$ cat config.mk
export PLATFORM = sky130hd
export DESIGN_NAME = adcsr_readout
export DESIGN_NICKNAME = d
export VERILOG_FILES = /design/src/adcsr_pkg.sv /design/src/adcsr_readout.sv
export VERILOG_INCLUDE_DIRS = /design/src
export SDC_FILE = /design/constraint.sdc
export NUM_CORES = 1
export LEC_CHECK = 0
export BUFFER_PORTS_ARGS = -buffer_cell sky130_fd_sc_hd__buf_4
export CORE_MARGIN = 2
export CORE_UTILIZATION = 55
export CTS_CLUSTER_DIAMETER = 60
export CTS_CLUSTER_SIZE = 25
export DETAILED_ROUTE_END_ITERATION = 8
export GPL_TIMING_DRIVEN = 0
export PLACE_DENSITY = 0.76
export SETUP_SLACK_MARGIN = 0.05
export SKIP_LAST_GASP = 1
export SLEW_MARGIN = 25
export SYNTH_ARGS = -nofsm -noshare
export SYNTH_HDL_FRONTEND = slang
export SYNTH_SLANG_ARGS = --single-unit
$ cat constraint.sdc
create_clock -name i_ref_clk -period 6.3 [get_ports i_ref_clk]
set_input_delay 0.63 -clock i_ref_clk [delete_from_list [all_inputs] [get_ports i_ref_clk]]
set_output_delay 0.63 -clock i_ref_clk [all_outputs]
set_load 0.05 [all_outputs]
$ cat src/adcsr_consts.svh
// Timing and layout constants for the converter serial readout block
`ifndef ADCSR_CONSTS_SVH
`define ADCSR_CONSTS_SVH
`define ADCSR_CLK_NS          10
`define ADCSR_T_CONV_FAST_NS  12500000
`define ADCSR_T_CONV_SLOW_NS  100000000
`define ADCSR_T_UPDATE_NS     39000
`define ADCSR_T_CAL_FAST_NS   101280000
`define ADCSR_T_CAL_SLOW_NS   801020000
`define ADCSR_T_STBY_NS       20000
`define ADCSR_T_WAKE_FAST_NS  52510000
`define ADCSR_T_WAKE_SLOW_NS  401800000
`define ADCSR_RES_BITS        20
`define ADCSR_ONES_LAST       24
`define ADCSR_CAL_EDGE        26
`define ADCSR_CNT_IDLE        5'h1f
`define ADCSR_TIMER_W         27
`endif

$ cat src/adcsr_pkg.sv
// Types shared by the converter serial readout block
package adcsr_pkg;
  typedef enum logic [1:0] {
    ST_CONV = 2'b00,
    ST_CAL  = 2'b01,
    ST_STBY = 2'b10,
    ST_WAKE = 2'b11
  } adcsr_state_e;

  typedef struct packed {
    logic analog_disconnect;
    logic analog_power_down;
    logic calibrating;
    logic standby;
  } adcsr_ctrl_s;
endpackage : adcsr_pkg

$ cat src/adcsr_readout.sv
// Serial readout, calibration and standby control of a 20-bit converter
//
// What this block does
// Shared output goes low when a fresh result is presented.
// First rising clock edge after ready shows MSB; each later edge advances.
// An edge after the 20 bits forces output high until next result.
// Clock edges 21 through 24 output ones.
// After exactly 20 edges output holds last bit until the update forces high.
// Converts continuously; unread result overwritten each period, 12.5 or 100 ms.
// Host must not clock during the 39 us update window.
// Host may stop early but must finish within the conversion period.
// Two extra edges after 24 request calibration, accepted only while converting, before the next result.
// Output stays high on the 25th clock edge.
// Calibration starts on the falling edge of the 26th clock pulse.
// Host may clock after the 26th but should keep activity low.
// Calibration disconnects analog inputs and applies internal signal.
// Ready 101.28 or 801.02 ms after calibration start; result settled.
// Host raises clock for standby within 12.44 or 99.94 ms after ready.
// Standby entered after clock held high at least 20 us.
// Standby powers down analog circuitry, clock source keeps running.
// Output held high during standby.
// Standby lasts while clock high; clock low wakes the device.
// Host may enter standby mid readout.
// Ready 52.51 or 401.8 ms after wake; first result valid.
// All intervals scale with the device clock period.
// Rate pin low selects slow rate, high selects fast rate.
// Result is 20-bit two's complement, clipped at full scale.
// Edge count selects output bit, cleared on each new result.
`include "adcsr_consts.svh"
`timescale 1ns/1ps
module adcsr_readout #(
  parameter logic [26:0] P_CONV_FAST = 27'(`ADCSR_T_CONV_FAST_NS / `ADCSR_CLK_NS),
  parameter logic [26:0] P_CONV_SLOW = 27'(`ADCSR_T_CONV_SLOW_NS / `ADCSR_CLK_NS),
  parameter logic [26:0] P_CAL_FAST  =
    27'((`ADCSR_T_CAL_FAST_NS + `ADCSR_CLK_NS - 1) / `ADCSR_CLK_NS),
  parameter logic [26:0] P_CAL_SLOW  =
    27'((`ADCSR_T_CAL_SLOW_NS + `ADCSR_CLK_NS - 1) / `ADCSR_CLK_NS),
  parameter logic [26:0] P_WAKE_FAST = 27'(`ADCSR_T_WAKE_FAST_NS / `ADCSR_CLK_NS),
  parameter logic [26:0] P_WAKE_SLOW = 27'(`ADCSR_T_WAKE_SLOW_NS / `ADCSR_CLK_NS),
  parameter int          P_FILT_W    = 24
) (
  input  wire logic                       i_ref_clk,
  input  wire logic                       i_rstn,
  input  wire logic                       i_clk_en,
  input  wire logic                       i_serial_clk,
  input  wire logic                       i_rate_fast,
  input  wire logic signed [P_FILT_W-1:0] i_filter_value,
  output logic                            o_ready_and_serial_out,
  output adcsr_pkg::adcsr_ctrl_s          o_ctrl
);
  localparam int TW = `ADCSR_TIMER_W;
  // Least times round up to whole cycles
  localparam logic [TW-1:0] UPD_CYC =
    TW'((`ADCSR_T_UPDATE_NS + `ADCSR_CLK_NS - 1) / `ADCSR_CLK_NS);
  localparam logic [11:0] STBY_CYC =
    12'((`ADCSR_T_STBY_NS + `ADCSR_CLK_NS - 1) / `ADCSR_CLK_NS);

  initial begin
    if (P_FILT_W < `ADCSR_RES_BITS || P_CONV_FAST <= UPD_CYC || P_CONV_SLOW <= UPD_CYC
        || P_CAL_FAST == '0 || P_CAL_SLOW == '0 || P_WAKE_FAST == '0 || P_WAKE_SLOW == '0)
      $error("adcsr_readout: parameter values not supported");
  end

  // rate pick
  function automatic logic [TW-1:0] pick(input logic fast, input logic [TW-1:0] f,
                                         input logic [TW-1:0] s);
    pick = fast ? f : s;
  endfunction : pick

  // full scale clip
  function automatic logic [19:0] clip20(input logic signed [P_FILT_W-1:0] v);
    if (v > $signed(P_FILT_W'(20'sh7ffff)))
      clip20 = 20'h7ffff;
    else if (v < -$signed(P_FILT_W'(20'sh7ffff)) - 1)
      clip20 = 20'h80000;
    else
      clip20 = v[19:0];
  endfunction : clip20

  // Pin synchronisers, three stages, level accepted once stages two and three agree
  logic [2:0] sck_q, sck_d, rate_q, rate_d;
  logic       sck_lvl_q, sck_lvl_d, rate_lvl_q, rate_lvl_d;
  logic       sck_rise, sck_fall;

  always_comb begin
    sck_d      = {sck_q[1:0], i_serial_clk};
    rate_d     = {rate_q[1:0], i_rate_fast};
    sck_lvl_d  = (sck_q[1] == sck_q[2]) ? sck_q[2] : sck_lvl_q;
    rate_lvl_d = (rate_q[1] == rate_q[2]) ? rate_q[2] : rate_lvl_q;
    sck_rise   = i_clk_en & sck_lvl_d & ~sck_lvl_q;
    sck_fall   = i_clk_en & ~sck_lvl_d & sck_lvl_q;
  end

  always_ff @(posedge i_ref_clk or negedge i_rstn) begin
    if (!i_rstn) begin
      sck_q      <= 3'h0;
      rate_q     <= 3'h0;
      sck_lvl_q  <= 1'b0;
      rate_lvl_q <= 1'b0;
    end else if (i_clk_en) begin
      sck_q      <= sck_d;
      rate_q     <= rate_d;
      sck_lvl_q  <= sck_lvl_d;
      rate_lvl_q <= rate_lvl_d;
    end
  end

  // Main sequencer
  adcsr_pkg::adcsr_state_e st_q, st_d;
  logic [TW-1:0] tmr_q, tmr_d;
  logic [4:0]    cnt_q, cnt_d;
  logic [19:0]   res_q, res_d;
  logic [11:0]   hi_q, hi_d;
  logic          out_q, out_d;
  logic          present, in_update;
  logic [TW-1:0] conv_len;

  always_comb begin
    st_d      = st_q;
    tmr_d     = tmr_q;
    cnt_d     = cnt_q;
    res_d     = res_q;
    hi_d      = hi_q;
    present   = 1'b0;
    // counts are in device clock cycles, so they scale with its period
    conv_len  = pick(rate_lvl_q, P_CONV_FAST, P_CONV_SLOW);
    in_update = (st_q == adcsr_pkg::ST_CONV) && (tmr_q >= conv_len - UPD_CYC);
    if (i_clk_en) begin
      unique case (st_q)
        adcsr_pkg::ST_CONV: begin
          // free running period, result overwritten
          if (tmr_q >= conv_len - 1'b1) begin
            present = 1'b1;
          end else begin
            tmr_d = tmr_q + 1'b1;
          end
          // count edges, saturating
          if (sck_rise && !in_update && cnt_q != `ADCSR_CNT_IDLE)
            cnt_d = cnt_q + 5'h1;
          // start calibration on falling edge of the 26th pulse
          if (sck_fall && cnt_q == 5'(`ADCSR_CAL_EDGE)) begin
            st_d  = adcsr_pkg::ST_CAL;
            tmr_d = '0;
            cnt_d = `ADCSR_CNT_IDLE;
          end
          // standby once clock high long enough
          if (sck_lvl_q && hi_q >= STBY_CYC - 12'h1) begin
            st_d  = adcsr_pkg::ST_STBY;
            cnt_d = `ADCSR_CNT_IDLE;
          end
          hi_d = sck_lvl_q ? hi_q + 12'h1 : 12'h0;
        end
        adcsr_pkg::ST_CAL: begin
          // settled result after calibration time
          if (tmr_q >= pick(rate_lvl_q, P_CAL_FAST, P_CAL_SLOW) - 1'b1)
            present = 1'b1;
          else
            tmr_d = tmr_q + 1'b1;
        end
        adcsr_pkg::ST_STBY: begin
          // clock low wakes the device
          if (sck_fall) begin
            st_d  = adcsr_pkg::ST_WAKE;
            tmr_d = '0;
          end
        end
        adcsr_pkg::ST_WAKE: begin
          // ready after wake time
          if (tmr_q >= pick(rate_lvl_q, P_WAKE_FAST, P_WAKE_SLOW) - 1'b1)
            present = 1'b1;
          else
            tmr_d = tmr_q + 1'b1;
        end
      endcase
      if (present) begin
        st_d  = adcsr_pkg::ST_CONV;
        tmr_d = '0;
        hi_d  = 12'h0;
        // clear count on new result
        cnt_d = 5'h0;
        res_d = clip20(i_filter_value);
      end
    end
  end

  // Output bit follows the next count so the pin changes with the edge
  // high unless converting
  always_comb begin
    out_d = 1'b1;
    if (st_d == adcsr_pkg::ST_CONV && !present && in_update) begin
      out_d = 1'b1;
    end else if (st_d == adcsr_pkg::ST_CONV) begin
      // ready low; MSB first; hold last bit
      if (cnt_d == 5'h0)
        out_d = 1'b0;
      else if (cnt_d <= 5'(`ADCSR_RES_BITS))
        out_d = res_d[5'(`ADCSR_RES_BITS) - cnt_d];
      // ones beyond the data bits
      else
        out_d = 1'b1;
    end
  end

  always_ff @(posedge i_ref_clk or negedge i_rstn) begin
    if (!i_rstn) begin
      st_q  <= adcsr_pkg::ST_CONV;
      tmr_q <= '0;
      cnt_q <= `ADCSR_CNT_IDLE;
      res_q <= 20'h00000;
      hi_q  <= 12'h000;
      out_q <= 1'b1;
    end else if (i_clk_en) begin
      st_q  <= st_d;
      tmr_q <= tmr_d;
      cnt_q <= cnt_d;
      res_q <= res_d;
      hi_q  <= hi_d;
      out_q <= out_d;
    end
  end

  assign o_ready_and_serial_out = out_q;
  // analog controls follow the state
  assign o_ctrl.analog_disconnect = (st_q == adcsr_pkg::ST_CAL);
  assign o_ctrl.analog_power_down = (st_q == adcsr_pkg::ST_STBY);
  assign o_ctrl.calibrating       = (st_q == adcsr_pkg::ST_CAL);
  assign o_ctrl.standby           = (st_q == adcsr_pkg::ST_STBY);

  a_ready_low: assert property (@(posedge i_ref_clk) disable iff (!i_rstn)
    (i_clk_en && present) |=> (!o_ready_and_serial_out && cnt_q == 5'h0))
    else $error("ready not low after new result");
  a_data_bit: assert property (@(posedge i_ref_clk) disable iff (!i_rstn)
    (st_q == adcsr_pkg::ST_CONV && !in_update && cnt_q >= 5'h1 && cnt_q <= 5'h14)
    |-> (o_ready_and_serial_out == res_q[5'h14 - cnt_q]))
    else $error("serial bit does not match result");
  a_ones_tail: assert property (@(posedge i_ref_clk) disable iff (!i_rstn)
    (st_q == adcsr_pkg::ST_CONV && cnt_q >= 5'h15) |-> o_ready_and_serial_out)
    else $error("output not high past data bits");
  a_update_high: assert property (@(posedge i_ref_clk) disable iff (!i_rstn)
    (in_update && $past(in_update)) |-> o_ready_and_serial_out)
    else $error("output not high in update window");
  a_cal_start: assert property (@(posedge i_ref_clk) disable iff (!i_rstn)
    (st_q == adcsr_pkg::ST_CONV && sck_fall && cnt_q == 5'h1a && !present)
    |=> (st_q == adcsr_pkg::ST_CAL && o_ctrl.analog_disconnect))
    else $error("calibration did not start on 26th fall");
  a_stby_high: assert property (@(posedge i_ref_clk) disable iff (!i_rstn)
    (st_q == adcsr_pkg::ST_STBY) |-> (o_ready_and_serial_out && o_ctrl.analog_power_down))
    else $error("standby output not high");
  a_wake_exit: assert property (@(posedge i_ref_clk) disable iff (!i_rstn)
    (st_q == adcsr_pkg::ST_STBY && sck_fall) |=> (st_q == adcsr_pkg::ST_WAKE && tmr_q == '0))
    else $error("no wake on clock low");
  a_stby_entry: assert property (@(posedge i_ref_clk) disable iff (!i_rstn)
    (st_q == adcsr_pkg::ST_CONV && i_clk_en && !present && sck_lvl_q
     && hi_q == STBY_CYC - 12'h1) |=> (st_q == adcsr_pkg::ST_STBY))
    else $error("standby not entered after hold time");
  a_stay_stby: assert property (@(posedge i_ref_clk) disable iff (!i_rstn)
    (st_q == adcsr_pkg::ST_STBY && !sck_fall) |=> (st_q == adcsr_pkg::ST_STBY))
    else $error("standby left while clock high");

  // Enable low must freeze every counter, else intervals would stretch unevenly
  a_freeze_state: assert property (@(posedge i_ref_clk) disable iff (!i_rstn)
    (!i_clk_en) |=> ($stable(st_q) && $stable(tmr_q) && $stable(cnt_q) && $stable(out_q)))
    else $error("state moved while enable low");
  a_cnt_step: assert property (@(posedge i_ref_clk) disable iff (!i_rstn)
    (st_q == adcsr_pkg::ST_CONV && sck_rise && !in_update && !present && cnt_q != 5'h1f)
    |=> (cnt_q == $past(cnt_q) + 5'h1))
    else $error("edge count did not advance");
  // Edges inside the update window are dropped so a late host cannot skew the count
  a_update_ignore: assert property (@(posedge i_ref_clk) disable iff (!i_rstn)
    (st_q == adcsr_pkg::ST_CONV && in_update && sck_rise && !present) |=> $stable(cnt_q))
    else $error("edge counted in update window");
  a_hold_last: assert property (@(posedge i_ref_clk) disable iff (!i_rstn)
    (st_q == adcsr_pkg::ST_CONV && i_clk_en && !present && !in_update && !sck_rise
     && st_d == adcsr_pkg::ST_CONV && cnt_q == 5'h14) |=> $stable(o_ready_and_serial_out))
    else $error("last bit not held");
  a_cal_ctrl: assert property (@(posedge i_ref_clk) disable iff (!i_rstn)
    (st_q == adcsr_pkg::ST_CAL)
    |-> (o_ctrl.analog_disconnect && o_ctrl.calibrating && o_ready_and_serial_out))
    else $error("calibration controls wrong");
  a_stby_pwr: assert property (@(posedge i_ref_clk) disable iff (!i_rstn)
    (st_q == adcsr_pkg::ST_STBY) |-> (o_ctrl.standby && !o_ctrl.analog_disconnect))
    else $error("standby controls wrong");
  // The pin must not signal ready before the wake interval is over
  a_wake_high: assert property (@(posedge i_ref_clk) disable iff (!i_rstn)
    (st_q == adcsr_pkg::ST_WAKE) |-> o_ready_and_serial_out)
    else $error("output low while waking");
endmodule : adcsr_readout

==> flow_metrics.env <==
export IMPL_run_status="finished clean"
export IMPL_dr_first_iter_drc_count=212
export IMPL_start_kind="flip-flop"
export IMPL_worstPathRequired_ns=6.59
export IMPL_num_rows=35
export IMPL_post_cts_buffers=0
export IMPL_design_die_area_um2=10100
export IMPL_htreeDepth=3
export IMPL_ios=34
export IMPL_synth_fp_nets=639
export IMPL_die_h_um=101
export IMPL_rsz0062_at_grt="no"
export IMPL_grtUsageTotal_pct=24.6
export IMPL_hpwl_mm=8.69
export IMPL_ys_ff_latch=75
export IMPL_cap_violations=0
export IMPL_clkSlewWorstSetupHoldPaths_ns=0.09
export IMPL_fin_crit_ns=5.33
export IMPL_design_area_um2=5720
export IMPL_portBuffers=33
export IMPL_drc=0
export IMPL_cts_max_path_buffers=2
export IMPL_final_cell_mix="69 x dfrtp_1, 68 x o21ai_0, 65 x nand2_1, 52 x nor2_1, 35 x buf_4"
export IMPL_tns_ns=0
export IMPL_finalPower_mw=1.52
export IMPL_fin_skew_ns=0.00809
export IMPL_grt_overflow=0
export IMPL_fmax_ghz=0.188
export IMPL_crit_buf_inv=2
export IMPL_slew_violations=0
export IMPL_slew_headroom_pct=50.9
export IMPL_post_cts_resized=0
export IMPL_cts_root_buf="clkbuf_8"
export IMPL_start_util_pct=56.0
export IMPL_wl_mm=11.8
export IMPL_path_max_fanout=18
export IMPL_die_width_um=101
export IMPL_dp_slack_ns=1.01
export IMPL_via_per_inst=6.15
export IMPL_area_delta_synth_final_pct=11.6
export IMPL_synth_area_um2=5130
export IMPL_crit_chain="inv_1, ha_1, and4b_1, and4_4, a2111o_1, a311o_2, a31oi_4, nor2_4, nor2_8, inv_4, ha_1, xor2_1, mux2_2, a311oi_1, o21ai_0, a41o_1"
export IMPL_grt_pass1_wl_mm=20.2
export IMPL_ant_nets=0
export IMPL_finalCritPeriodShare_pct=84.6
export IMPL_fin_ws_ns=0.969
export IMPL_crit_type="flip-flop to flip-flop"
export IMPL_clk_latency_ns=0.35
export IMPL_irDropWorstVdd_mv=0.147
export IMPL_place_inst=721
export IMPL_grt_max_degree=76
export IMPL_ys_seq_area_share_pct=36.8
export IMPL_final_fill_count=797
export IMPL_layout_commonest_cell="dfrtp_1"
export IMPL_setup_violations_final=0
export IMPL_antenna_found_initial=0
export IMPL_gp_congestion=0.875
export IMPL_ys_types=80
export IMPL_postSynth_topFlopCell="dfrtp_1"
export IMPL_ys_async_sr_fraction_pct=100
export IMPL_synthTopCellsByArea="dfrtp_1 34%, ha_1 8.1%, o21ai_0 6.6%"
export IMPL_stdcell_count=737
export IMPL_core_area_um2=9150
export IMPL_diodes=0
export IMPL_crit_family="compound AO/OA/AOI/OAI gates"
export IMPL_hold_violations=0
export IMPL_via_count=4533
export IMPL_fin_nets=683
export IMPL_synth_top_cell_by_area="dfrtp_1"
export IMPL_slowest_stage="dfrtp_1"
export IMPL_grt_pass1_vias=4345
export IMPL_holdCritPathClass="input port to async pin"
export IMPL_avgSynthCellArea_um2=8.88
export IMPL_yosys_warnings=0
export IMPL_cts_sinks=75
export IMPL_synth_enable_flop_cells=0
export IMPL_powerDensity_nw_per_um2=267
export IMPL_cp_common_cell="ha_1"
export IMPL_dpl_cell_area_um2=5510
export IMPL_cts_tree="done"
export IMPL_wl_per_cell_um=16.1
export IMPL_syn_inst=577
export IMPL_firstDrtPassIters=7
export IMPL_drive_gt1_share_pct=13.9
export IMPL_ctsHoldBuffers=0
export IMPL_cp_data_arrival_time_ns=5.62
export IMPL_worstMarginPinSlew_ns=0.736
export IMPL_numCtsBuffers=9
export IMPL_cpPeakStageDelay_ns=0.83
export IMPL_synth_top_cell_area_share_pct=33.7
export IMPL_crit_path_end_kind="flip-flop"
export IMPL_power_leakage_nw=2.61
sequential cells by signal (all words and copies together), names as in the netlist:
name,cells
tmr_q,27
res_q,20
hi_q,12
cnt_q,5
rate_q,3
sck_q,3
st_q,2
o_ready_and_serial_out,1
rate_lvl_q,1
sck_lvl_q,1
cell families after synthesis:
group                      Yosys count  synth area share, %
AOI/OAI and AO/OA                  149                 19.8
xor gates and xnor gates            25                 4.27
adders and majority gates           33                 8.05
buffers and inverters               53                 4.17
DFF                                 75                 36.8
muxes                               18                 4.27
and+or+nand+nor                    224                 22.7
final timing paths:
path / start / to / slack [ns] / cells past startpoint
setup / recovery: rate_lvl_q$_DFFE_PN0P_ / o_ready_and_serial_out$_DFFE_PN1P_ / 0.97 / 16
hold / removal: i_rstn / tmr_q[5]$_DFFE_PN0P_ / 0.26 / 1
setup reg to reg: rate_lvl_q$_DFFE_PN0P_ / o_ready_and_serial_out$_DFFE_PN1P_ / 0.97 / 16
hold reg to reg: res_q[2]$_DFFE_PN0P_ / res_q[2]$_DFFE_PN0P_ / 0.49 / 2
max in group asynchronous: i_rstn / res_q[14]$_DFFE_PN0P_ / 5.53 / 1
min in group i_ref_clk: res_q[2]$_DFFE_PN0P_ / res_q[2]$_DFFE_PN0P_ / 0.49 / 2
final cells by class:
type	count	area (um^2)	share of cell area (%)
Clock inverter	6	65.1	1.14
Timing Repair Buffer	33	251	4.40
Sequential cell	75	1880	32.9
Inverter	27	104	1.82
Clock buffer	10	138	2.41
Multi-Input combinational cell	449	3030	52.9
Tap cell	111	139	2.43
Buffer	26	110	1.93
synth_stat cells (all sizes together), types with 3 or more instances:
master  number
xor2        17
buf          6
nor3b        5
dfstp        6
dfrtp       69
nand4       10
nand2b       9
or3          7
a31o         3
o211ai       9
clkbuf      20
nor3         6
a31oi        8
mux2i        8
nor2        54
nor4b        4
o22ai        5
a221oi       3
nor4         5
inv         26
a311oi       3
a311o        4
and4         4
a21oi        7
nand3       18
o21a         3
ha          33
a41o         3
nand2       65
mux2         8
xnor2        8
o41ai        3
and3        17
o31ai        5
nor2b        4
a211oi       4
and2         3
o21ai       70
routing by layer:
metal	GRT usage [%]	part of all wire, %	up-vias
met4	9.91	2.1	0
met3	3.54	3.6	28
met5	0	0	-
li1	-	-	2203
met2	41.7	49	97
met1	31.9	45	2205
power by group:
| part | total [mW] | switching, mW | leakage, nW | internal, mW |
|---|---|---|---|---|
| registers | 0.609 | 0.0706 | 0.975 | 0.539 |
| logic | 0.532 | 0.307 | 1.54 | 0.225 |
| clock network | 0.384 | 0.190 | 0.102 | 0.194 |
| total | 1.52 | 0.568 | 2.61 | 0.957 |
stage by stage:
step                      hold WS (ns)  util (%)
after floorplan                  0.334         -
after global placement           0.454      60.2
after detailed placement         0.463      60.2
after CTS                        0.457      62.4
after global routing             0.360      62.5
final                            0.256      62.5
Power figures use the tool's default switching activity.
